--- src/common/adcs_pkg.sv ---
/*
  constants and types shared by the conversion sequencer and its
  bit period generator: register indices, field positions, reset values,
  clock select codes and conversion timing counts.
  assumes a 50 MHz core clock that is also the converter's oscillator.
*/
package adcs_pkg;
  // register indices; the byte address on the bus is four times the index
  localparam logic [7:0] IDX_PORT = 8'h05;
  localparam logic [7:0] IDX_INTCTL = 8'h0b;
  localparam logic [7:0] IDX_IRQ_FLAGS = 8'h0c;
  localparam logic [7:0] IDX_RESULT = 8'h1e;
  localparam logic [7:0] IDX_CTL = 8'h1f;
  localparam logic [7:0] IDX_DIR = 8'h85;
  localparam logic [7:0] IDX_IRQ_EN = 8'h8c;
  localparam logic [7:0] IDX_CFG = 8'h9f;
  // converter_control field positions
  localparam int CTL_ON = 0;
  localparam int CTL_GO = 2;
  localparam int CTL_CHS_LO = 3;
  localparam int CTL_CS_LO = 6;
  // conv_done_irq_flag / conv_done_irq_enable position
  localparam int IRQ_DONE = 6;
  // implemented bits of the flag and enable registers
  localparam logic [7:0] IRQ_MASK = 8'h4f;
  // reset values
  localparam logic [7:0] INTCTL_RST = 8'h00;
  localparam logic [7:0] IRQ_RST = 8'h00;
  localparam logic [5:0] DIR_RST = 6'h3f;
  localparam logic [2:0] CFG_RST = 3'h0;
  // compare_mode_field value that routes the special event here
  localparam logic [3:0] SPECIAL_EVT_MODE = 4'hb;
  // oscillator periods per conv_bit_period for each divided source
  localparam int OSC_PER_TAD_2 = 2;
  localparam int OSC_PER_TAD_8 = 8;
  localparam int OSC_PER_TAD_32 = 32;
  // half bit periods per conversion: 9.5 bit periods
  localparam int CONV_HALF_TADS = 19;
  localparam logic [4:0] HALF_LAST = 5'(CONV_HALF_TADS - 1);
  // conv_clock_select encoding
  typedef enum logic [1:0] {CS_DIV2, CS_DIV8, CS_DIV32, CS_RC} adcs_clk_sel_t;
  // conversion sequencer states
  typedef enum logic {CV_IDLE, CV_RUN} adcs_conv_st_t;
endpackage : adcs_pkg

--- src/verilog/adcs_sequencer.sv ---
/*
  conversion sequencer for an 8-bit successive approximation converter:
  classic wishbone register slave, go flag and special event start,
  bit-by-bit approximation, result and done flag, port readback masking.
  assumes the comparator, dac and hold switch sit outside this block, that
  pins and rc oscillator are asynchronous to CORE_CLK, and that the
  comparator settles within one core cycle of a DAC_CODE change.
  // Contract
  // one conversion takes 9.5 bit periods
  // four bit period sources selectable
  // select 00 /2, 01 /8, 10 /32, 11 rc
  // software keeps bit period at least 1.6us
  // rc source independent of core clock
  // conversion continues in sleep with rc
  // above 1 MHz rc only for sleep
  // software waits acquisition time before start
  // hold capacitor disconnected during conversion
  // analog pins read as zero
  // pin sampled whatever its direction
  // start not gated by channel or direction
  // switch on before setting go
  // special event starts conversion, clears timer
  // converter off: event only clears timer
  // done loads result, clears go, sets flag
  // reset turns off and aborts
  // software waits two bit periods between
  // go write ignored while converter off
  // clearing go aborts, result and flag kept
*/
// Our own choice: the Wishbone slave port.
`timescale 1ns/1ns
module adcs_sequencer (
  input wire logic CORE_CLK,
  input wire logic NRST,
  input wire logic CYC_I,
  input wire logic STB_I,
  input wire logic WE_I,
  input wire logic [3:0] SEL_I,
  input wire logic [9:0] ADR_I,
  input wire logic [31:0] DAT_I,
  output logic [31:0] DAT_O,
  output logic ACK_O,
  input wire logic [5:0] PIN_LEVELS,
  input wire logic COMP_ABOVE,
  input wire logic RC_OSC,
  input wire logic SLEEP,
  input wire logic [3:0] COMPARE_MODE,
  input wire logic SPECIAL_EVENT,
  output logic [7:0] DAC_CODE,
  output logic [2:0] CHANNEL_SEL,
  output logic HOLD_CAP_CONNECT,
  output logic CONVERTER_POWERED,
  output logic TIMER_CLEAR
);
  // all state of the sequencer
  typedef struct packed {
    logic ack; // bus answer
    logic [7:0] rdat; // captured read data
    logic [5:0] pin_m; // pin synchroniser, first stage
    logic [5:0] pin_s; // pin synchroniser, second stage
    logic [7:0] intctl; // global_interrupt_control, storage only
    logic [7:0] irqf; // peripheral_irq_flags
    logic [7:0] irqe; // peripheral_irq_enables
    logic [7:0] res; // conversion_result
    adcs_pkg::adcs_clk_sel_t cs; // conv_clock_select
    logic [2:0] chs; // input_channel_select
    logic go; // go flag
    logic on; // converter_on
    logic [5:0] dir; // pin_direction_bits
    logic [2:0] cfg; // port_analog_config_field
    adcs_pkg::adcs_conv_st_t st; // sequencer state
    logic [4:0] half; // half bit periods elapsed
    logic [7:0] sar; // approximation register
    logic tclr; // timer clear pulse
  } adcs_state_t;

  adcs_state_t r;
  adcs_state_t n;
  logic req; // bus request present
  logic wr; // write takes effect this edge
  logic [7:0] idx; // register index from the byte address
  logic busy; // conversion running
  logic spec_trig; // special event routed to this block
  logic half_tick; // half bit period pulse
  logic sw_go; // software go write, accepted
  logic sw_stop; // software clears go or turns off
  logic done; // last half period of a conversion
  logic [2:0] bit_idx; // approximation bit under test

  // pins set as analog inputs or reference, per port_analog_config_field
  function automatic logic [5:0] analog_mask(input logic [2:0] cfg);
    if (cfg[2:1] == 2'b11) begin
      analog_mask = 6'h00; // all digital
    end else if (cfg[2]) begin
      analog_mask = 6'h0b; // pins 0, 1, 3
    end else begin
      analog_mask = 6'h2f; // pins 0-3 and 5
    end
  endfunction : analog_mask

  // bit period source
  adcs_tad_gen u_tad (
    .clk(CORE_CLK),
    .nrst(NRST),
    .rc_osc(RC_OSC),
    .sel(r.cs),
    .sleep(SLEEP),
    .run(busy),
    .half_tick(half_tick)
  );

  // next state: bus, registers, conversion
  always_comb begin
    n = r;
    n.pin_m = PIN_LEVELS;
    n.pin_s = r.pin_m;
    req = CYC_I && STB_I;
    idx = ADR_I[9:2];
    busy = (r.st == adcs_pkg::CV_RUN);
    // a write lands on the edge where the master sees ack
    wr = req && WE_I && r.ack && SEL_I[0];
    n.ack = req && !r.ack;
    sw_go = 1'b0;
    sw_stop = 1'b0;
    // read data is captured on the same edge that raises ack
    if (req && !r.ack) begin
      case (idx)
        adcs_pkg::IDX_PORT: n.rdat = {2'b00, r.pin_s & ~analog_mask(r.cfg)};
        adcs_pkg::IDX_INTCTL: n.rdat = r.intctl;
        adcs_pkg::IDX_IRQ_FLAGS: n.rdat = r.irqf;
        adcs_pkg::IDX_IRQ_EN: n.rdat = r.irqe;
        adcs_pkg::IDX_RESULT: n.rdat = r.res;
        adcs_pkg::IDX_CTL: n.rdat = {r.cs, r.chs, r.go, 1'b0, r.on};
        adcs_pkg::IDX_DIR: n.rdat = {2'b00, r.dir};
        adcs_pkg::IDX_CFG: n.rdat = {5'h00, r.cfg};
        default: n.rdat = 8'h00; // unmapped reads zero
      endcase
    end
    // register writes; unmapped writes are acked and dropped
    if (wr) begin
      case (idx)
        adcs_pkg::IDX_INTCTL: n.intctl = DAT_I[7:0];
        adcs_pkg::IDX_IRQ_FLAGS: n.irqf = DAT_I[7:0] & adcs_pkg::IRQ_MASK;
        adcs_pkg::IDX_IRQ_EN: n.irqe = DAT_I[7:0] & adcs_pkg::IRQ_MASK;
        adcs_pkg::IDX_CTL: begin
          n.cs = adcs_pkg::adcs_clk_sel_t'(DAT_I[adcs_pkg::CTL_CS_LO +: 2]);
          n.chs = DAT_I[adcs_pkg::CTL_CHS_LO +: 3];
          n.on = DAT_I[adcs_pkg::CTL_ON];
          // go counts only if the converter was already on
          sw_go = DAT_I[adcs_pkg::CTL_GO] && DAT_I[adcs_pkg::CTL_ON] && r.on;
          sw_stop = !DAT_I[adcs_pkg::CTL_GO] || !DAT_I[adcs_pkg::CTL_ON];
          if (sw_stop) begin
            n.go = 1'b0;
          end
        end
        adcs_pkg::IDX_DIR: n.dir = DAT_I[5:0];
        adcs_pkg::IDX_CFG: n.cfg = DAT_I[2:0];
        default: ;
      endcase
    end
    // the timer is cleared whether or not the converter is on
    spec_trig = SPECIAL_EVENT && (COMPARE_MODE == adcs_pkg::SPECIAL_EVT_MODE);
    n.tclr = spec_trig;
    done = busy && half_tick && (r.half == adcs_pkg::HALF_LAST);
    bit_idx = 3'(3'd7 - r.half[3:1]);
    unique case (r.st)
      adcs_pkg::CV_IDLE: begin
        // trigger ignored while off; wins over a same-cycle clear
        if (sw_go || (spec_trig && r.on)) begin
          n.go = 1'b1;
          n.st = adcs_pkg::CV_RUN;
          n.half = 5'h00;
          n.sar = 8'h80;
        end
      end
      adcs_pkg::CV_RUN: begin
        if (sw_stop) begin
          // abort: result and flag untouched
          n.st = adcs_pkg::CV_IDLE;
        end else if (done) begin
          // completion; the flag set wins over a same-cycle clear
          n.res = r.sar;
          n.go = 1'b0;
          n.irqf[adcs_pkg::IRQ_DONE] = 1'b1;
          n.st = adcs_pkg::CV_IDLE;
        end else if (half_tick) begin
          n.half = r.half + 5'h01;
          // decide one bit at the end of each of the first 8 periods
          if (r.half[0] && !r.half[4]) begin
            // comparator read directly: it follows DAC_CODE against a frozen
            // hold level, and two synchroniser stages would outlast a /2 half period
            n.sar[bit_idx] = COMP_ABOVE;
            if (bit_idx != 3'h0) begin
              n.sar[bit_idx - 3'h1] = 1'b1;
            end
          end
        end
      end
    endcase
  end

  // register the state; reset turns off and aborts
  always_ff @(posedge CORE_CLK) begin
    if (!NRST) begin
      r <= '0;
      r.dir <= adcs_pkg::DIR_RST;
      r.cfg <= adcs_pkg::CFG_RST;
      r.irqf <= adcs_pkg::IRQ_RST;
      r.irqe <= adcs_pkg::IRQ_RST;
      r.intctl <= adcs_pkg::INTCTL_RST;
    end else begin
      r <= n;
    end
  end

  // outputs
  assign DAT_O = {24'h000000, r.rdat};
  assign ACK_O = r.ack;
  assign DAC_CODE = r.sar;
  // channel passes straight through; direction never gates it
  assign CHANNEL_SEL = r.chs;
  // hold switch opens for the whole conversion
  assign HOLD_CAP_CONNECT = !busy;
  assign CONVERTER_POWERED = r.on;
  assign TIMER_CLEAR = r.tclr;

  // assertion helper: cycles since start, and whether sleep was seen
  logic [5:0] run_cyc;
  logic slept;
  always_ff @(posedge CORE_CLK) begin
    if (!NRST || !busy) begin
      run_cyc <= 6'h00;
      slept <= 1'b0;
    end else begin
      run_cyc <= run_cyc + 6'h01;
      slept <= slept || SLEEP;
    end
  end
endmodule : adcs_sequencer

--- src/verilog/adcs_tad_gen.sv ---
/*
  bit period generator: emits one pulse per half conv_bit_period, from the
  core clock divided down or from the internal_rc_clock pin.
  assumes the rc oscillator pin is asynchronous to the core clock.
*/
`timescale 1ns/1ns
module adcs_tad_gen (
  input wire logic clk,
  input wire logic nrst,
  input wire logic rc_osc,
  input wire adcs_pkg::adcs_clk_sel_t sel,
  input wire logic sleep,
  input wire logic run,
  output logic half_tick
);
  // all generator state
  typedef struct packed {
    logic rc_m; // first synchroniser stage
    logic rc_s; // second synchroniser stage
    logic rc_d; // delayed copy for edge detect
    logic [3:0] cnt; // core clocks left in this half period
  } adcs_tad_t;

  adcs_tad_t r;
  adcs_tad_t n;
  logic [3:0] reload; // half period length minus one
  logic rc_edge; // either edge of the rc oscillator

  // next state and tick
  always_comb begin
    n = r;
    n.rc_m = rc_osc;
    n.rc_s = r.rc_m;
    n.rc_d = r.rc_s;
    rc_edge = r.rc_s ^ r.rc_d;
    unique case (sel)
      adcs_pkg::CS_DIV2: reload = 4'(adcs_pkg::OSC_PER_TAD_2 / 2 - 1);
      adcs_pkg::CS_DIV8: reload = 4'(adcs_pkg::OSC_PER_TAD_8 / 2 - 1);
      adcs_pkg::CS_DIV32: reload = 4'(adcs_pkg::OSC_PER_TAD_32 / 2 - 1);
      adcs_pkg::CS_RC: reload = 4'h0;
    endcase
    half_tick = 1'b0;
    if (!run) begin
      // restart the divided count so its first half period is full length
      n.cnt = reload;
    end else if (sel == adcs_pkg::CS_RC) begin
      // rc source runs on regardless of the core and of sleep
      half_tick = rc_edge;
    end else if (!sleep) begin
      // divided sources stop with the core oscillator in sleep
      half_tick = (r.cnt == 4'h0);
      n.cnt = half_tick ? reload : r.cnt - 4'h1;
    end
  end

  // register the state
  always_ff @(posedge clk) begin
    if (!nrst) begin
      r <= '0;
    end else begin
      r <= n;
    end
  end
endmodule : adcs_tad_gen
--- config.mk ---
export PLATFORM = sky130hd
export DESIGN_NAME = adcs_sequencer
export DESIGN_NICKNAME = d
export VERILOG_FILES = /design/src/common/adcs_pkg.sv /design/src/verilog/adcs_sequencer.sv /design/src/verilog/adcs_tad_gen.sv
export SDC_FILE = /design/constraint.sdc
export NUM_CORES = 1
export LEC_CHECK = 0
export BUFFER_PORTS_ARGS = -buffer_cell sky130_fd_sc_hd__buf_2
export CAP_MARGIN = 20
export CORE_MARGIN = 5
export CORE_UTILIZATION = 45
export CTS_BUF_LIST = sky130_fd_sc_hd__clkbuf_4
export DETAILED_ROUTE_END_ITERATION = 12
export GPL_TIMING_DRIVEN = 0
export PLACE_DENSITY = 0.66
export SETUP_SLACK_MARGIN = 0.1
export SLEW_MARGIN = 20
export SYNTH_ARGS = -nofsm -noshare
export SYNTH_HDL_FRONTEND = slang
export SYNTH_HIERARCHICAL = 1
export SYNTH_SLANG_ARGS = --single-unit
--- constraint.sdc ---
create_clock -name CORE_CLK -period 2.95 [get_ports CORE_CLK]
set_input_delay 0.295 -clock CORE_CLK [delete_from_list [all_inputs] [get_ports CORE_CLK]]
set_output_delay 0.295 -clock CORE_CLK [all_outputs]
set_load 0.005 [all_outputs]
==> flow_summary.ini, run 1 <==
[detailed_routing]
vias_per_cell = 5.44
drc = 0
drtIter0Drc = 262
wire_per_inst_microns = 15.9
first_pass_iters = 5
postRouteWirelength_microns = 11900
num_vias = 4072
drtAntennaViolNets = 0

[sta]
rsz0062_at_grt = no
finalCritPeriodShare_pct = 87.8
maxSlewViolCount = 0
hold_violations = 0
max_slew_margin_pct = 50.6
finClkSkew_ns = 0.0166
fin_crit_ns = 2.59
setup_viol = 0
final.setup.tns_ns = 0
fmax_mhz = 386
tightest_slew_ns = 0.740

[cts]
numCtsBuffers = 9
clk_latency_ns = 0.44
clockRootBuffer = clkbuf_4
htree_levels = 3
cts_tree = built
cts_sinks = 85
clockBufferDepth = 2
clk_pin_slew_worst_paths_ns = 0.14

[run]
drv_cap = 0

[place]
gp_congestion = 0.859
placed_area_sq_um = 5090
dp_hpwl_microns = 9030
io_buffer_count = 56

[grt]
grt_usage_pct = 19.3
grt_pass1_wl_microns = 19500
grt_start_max_net_pins = 15
antenna_found_initial = 0
gr-total-overflow = 0
grt_pass1_vias = 3849

[final_layout]
most-common-layout-cells = 85 x dfxtp_1, 63 x buf_2, 59 x nor2_1
synthToLayoutAreaGrowth_pct = 14.4
stdcell_area_sq_um = 5220
layout_commonest_cell = dfxtp_1
antenna_cells = 0
fin_nets = 683
drive_above_1_share_pct = 23.7

[synthesis]
synth_area_sq_um = 4560
ys_types = 75
synthArstFlopShare_pct = 0
syn_avg_cell_area_sq_um = 8.75
yosysSeqAreaShare_pct = 37.3
synth_top_flop_cell = dfxtp_1
yosys_register_bits = 85
synth_edf_count = 0
yosys_warnings = 6
synthCells = 521

[floorplanning]
io_pins = 112
die_w_microns = 111
core-area_sq_um = 9820
die_h_microns = 111
start_util_pct = 46.4
num_rows = 36
die_area_sq_um = 12200

[critical_path]
worstPathArrival_ns = 2.95
crit_fanout = 10
path_class = register to register
timing.rr.end = r[53]
critPathLaunchType = register
r2r_slack_ns = 0.36
reg2regPathDepth = 11
crit_path_end_kind = register
required_ns = 3.31
timing.rr.start = u_tad/r[0]

[run_status]
status = finished, final reports clean

[worst_hold_path]
hold_path_class = input pin to register
min_from = PIN_LEVELS[4]
min_to = n[67]
min_path_cells = 2

[pwr]
vdd_drop_max_uv = 235
p_leak_uw = 0.00222
cellPowerDensity_nw_per_um2 = 377
-- Yosys cell counts, types with 7 or more instances --
library cell / count / area [sq um]
a211oi_1: 10 / 75.1
a21oi_1: 21 / 105
a22oi_1: 8 / 60.1
a31oi_1: 7 / 43.8
and2_1: 20 / 125
buf_2: 7 / 35.0
buf_4: 44 / 330
clkbuf_1: 16 / 60.1
dfxtp_1: 85 / 1700
ha_1: 7 / 87.6
inv_1: 10 / 37.5
mux2_2: 7 / 78.8
mux2i_1: 41 / 410
nand2_1: 43 / 161
nor2_1: 59 / 221
nor2b_1: 9 / 56.3
nor3_1: 11 / 55.1
o21ai_0: 8 / 40.0
o22ai_1: 7 / 43.8
-- per-layer routing --
layer	part of all wire, %	vias up	track usage, %
met1	48	1899	27.1
met3	7.9	18	4.76
met2	42	178	28.9
met4	1.9	0	6.65
li1	-	1977	-
met5	0	-	0
-- cells by family after synthesis --
logic type	synth area share [%]
AND/OR/NAND/NOR	22.8
AO/OA/AOI/OAI	16.4
flip-flops	37.3
buffers and inverters	10.3
multiplexers	11.0
adder cells (fa/ha/maj)	1.92
other	0.0823
XOR/XNOR	0.192
-- worst max path at each step --
stage,to,startpoint
2_1_floorplan,r[31],u_tad/r[0]
3_3_place_gp,r[38],u_tad/r[0]
3_5_place_dp,r[32],u_tad/r[0]
4_1_cts,r[53],u_tad/r[0]
5_1_grt,r[53],u_tad/r[0]
6_report,r[53],u_tad/r[0]
-- sequential cells by signal, indices dropped and copies added, names as in the netlist --
signal             count
u_tad/n                2
r                     49
CHANNEL_SEL            3
n                      6
TIMER_CLEAR            1
DAC_CODE               8
busy                   1
u_tad/r                5
ACK_O                  1
CONVERTER_POWERED      1
DAT_O                  8
-- cell type report --
type	count	area, sq um
clock buffer	11	82.6
inverter	11	41.3
timing repair buffer	56	280
buffer	68	429
tap	133	166
fill	976	4600
multi-input combinational	380	2480
clock inverter	5	36.3
sequential	85	1700
-- critical path, cell delays in order (launching register included) --
cell,delay [ns]
dfxtp_1,0.36
inv_1,0.09
ha_1,0.25
nor3b_2,0.27
a22oi_1,0.13
nor2b_1,0.24
nand2_1,0.09
or2_2,0.34
a21oi_1,0.13
buf_2,0.30
nor3_1,0.09
a211oi_1,0.23
-- timing repair --
item / CTS / global route
gates resized for setup: 0 / 1
hold buffers: 0 / 0
endpoints found under the hold margin: 0 / 0
endpoints found under the setup margin: 0 / 9
buffers inserted: 0 / 0
-- stage by stage --
| step | hold WS, ns | worst slack (ns) | power (uW) | util, % | instances |
|---|---|---|---|---|---|
| floorplan | 0.406 | 0.725 | 1310 | - | 544 |
| global placement | 0.415 | 0.421 | 1380 | 51.8 | 733 |
| detailed placement | 0.420 | 0.322 | 1380 | 51.8 | 733 |
| CTS | 0.0209 | 0.288 | 1980 | 53.1 | 749 |
| global route | 0.00771 | 0.166 | 2050 | 53.1 | 749 |
| finish | 0.0441 | 0.361 | 1970 | 53.1 | 749 |
-- power by group --
group | switching [uW] | internal (uW) | total [uW]
Clock | 418 | 194 | 612
Sequential | 5.93 | 1160 | 1170
Combinational | 106 | 79.0 | 185
Total | 530 | 1440 | 1970
(Power assumes the default switching activity.)
==> inputs of run 2 (changes only) <==
--- a/config.mk
+++ b/config.mk
@@ -8,11 +8,11 @@
 export BUFFER_PORTS_ARGS = -buffer_cell sky130_fd_sc_hd__buf_2
 export CAP_MARGIN = 20
 export CORE_MARGIN = 5
-export CORE_UTILIZATION = 45
+export CORE_UTILIZATION = 50
 export CTS_BUF_LIST = sky130_fd_sc_hd__clkbuf_4
 export DETAILED_ROUTE_END_ITERATION = 12
 export GPL_TIMING_DRIVEN = 0
-export PLACE_DENSITY = 0.66
+export PLACE_DENSITY = 0.73
 export SETUP_SLACK_MARGIN = 0.1
 export SLEW_MARGIN = 20
 export SYNTH_ARGS = -nofsm -noshare
==> flow_summary.ini, run 2 (synthesized netlist as in run 1, its figures left out) <==
[sta]
worst_slack_ns = 0.357
rsz0062_at_grt = no
fin_crit_ns = 2.59
maxSlewViolCount = 0
setup_viol = 0
fmax_mhz = 386
finClkSkew_ns = 0.0161
hold_ws_ns = 0.0415
final.setup.tns_ns = 0
max_slew_margin_pct = 52.0
hold_violations = 0
tightest_slew_ns = 0.720
finalCritPeriodShare_pct = 87.9

[cts]
numCtsBuffers = 9
cts_setup_buffers = 0
hold_buffers = 0
clk_pin_slew_worst_paths_ns = 0.16
cts_sinks = 85
cts_tree = built
clk_latency_ns = 0.45
htree_levels = 3
clockRootBuffer = clkbuf_4
clockBufferDepth = 2

[grt]
antenna_found_initial = 0
grt_start_max_net_pins = 19
grt_pass1_vias = 3711
gr-total-overflow = 0
grt_usage_pct = 20.2
grt_pass1_wl_microns = 18200

[place]
place_worst_setup_slack_ns = 0.312
gp_congestion = 0.923
io_buffer_count = 56
dp_hpwl_microns = 8940

[pwr]
p_leak_uw = 0.00224
power_uw = 2040
vdd_drop_max_uv = 257
cellPowerDensity_nw_per_um2 = 392

[detailed_routing]
drtIter0Drc = 327
first_pass_iters = 5
drtAntennaViolNets = 0
vias_per_cell = 5.57
postRouteWirelength_microns = 11700
drc = 0
wire_per_inst_microns = 16.2
num_vias = 4035

[final_layout]
largest_reg_flops = 49
synthToLayoutAreaGrowth_pct = 14.3
antenna_cells = 0
top_register = r
most-common-layout-cells = 85 x dfxtp_1, 63 x buf_2, 59 x nor2_1
drive_above_1_share_pct = 23.7
fin_nets = 683
layout_commonest_cell = dfxtp_1
utilization_pct = 59.2

[critical_path]
reg2regPathDepth = 11
timing.rr.start = u_tad/r[0]
endpoint = r[53]
cp-startpoint = u_tad/r[0]
r2r_slack_ns = 0.36
crit_path_end_kind = register
required_ns = 3.31
critPathLaunchType = register
timing.rr.end = r[53]
path_class = register to register
crit_fanout = 10
worstPathArrival_ns = 2.95

[floorplanning]
die_h_microns = 105
die_area_sq_um = 11100
die_w_microns = 105
io_pins = 112
num_rows = 34
core-area_sq_um = 8810
start_util_pct = 51.8

[worst_hold_path]
hold_path_class = input pin to register

[run]
drv_cap = 0

[run_status]
status = finished, final reports clean
==> run 2: where the power goes <==
group,switching [uW],internal (uW)
Sequential,6.09,1160
Clock,480,206
Combinational,106,79.0
==> run 2: routing by layer <==
layer  global-route usage (%)  vias to the layer above  part of all wire [%]
li1                         -                     1982                     -
met1                     28.5                     1876                    46
met2                     31.2                      162                    45
met3                     3.67                       15                   7.3
met4                     6.94                        0                   1.2
met5                        0                        -                     0
==> run 2: how the worst min path moves through the flow <==
stage                        startpoint  endpoint  cells past startpoint
after floorplan                   n[64]     r[64]                      1
after global placement            n[64]     r[64]                      1
after detailed placement          n[64]     r[64]                      1
after CTS                 PIN_LEVELS[0]     n[63]                      2
after global routing      PIN_LEVELS[2]     n[65]                      2
final                     PIN_LEVELS[0]     n[63]                      2
==> run 2: layout make-up <==
cell class | instances | area, sq um
fillers | 830 | 3600
multi-input cells | 380 | 2480
flip-flops and latches | 85 | 1700
plain buffers | 68 | 429
repair buffers | 56 | 280
well taps | 108 | 135
clock inverters | 7 | 76.3
clock buffers | 9 | 67.6
inverters | 11 | 41.3
==> run 2: metrics by stage <==
| stage | area, sq um | instances |
|---|---|---|
| after floorplan | 4640 | 544 |
| after global placement | 5060 | 708 |
| after detailed placement | 5060 | 708 |
| after CTS | 5200 | 724 |
| after global routing | 5210 | 724 |
| final | 5210 | 724 |
==> run 2: critical path, cell delays in order (launching register included) <==
cell      delay [ns]
dfxtp_1         0.37
inv_1           0.10
ha_1            0.24
nor3b_2         0.26
a22oi_1         0.13
nor2b_1         0.23
nand2_1         0.09
or2_2           0.33
a21oi_1         0.12
buf_2           0.31
nor3_1          0.10
a211oi_1        0.22
==> run 2: timing repair <==
action / 4_1_cts / 5_1_grt
setup endpoints to repair: 0 / 9
resized for setup: 0 / 1
hold endpoints to repair: 0 / 0
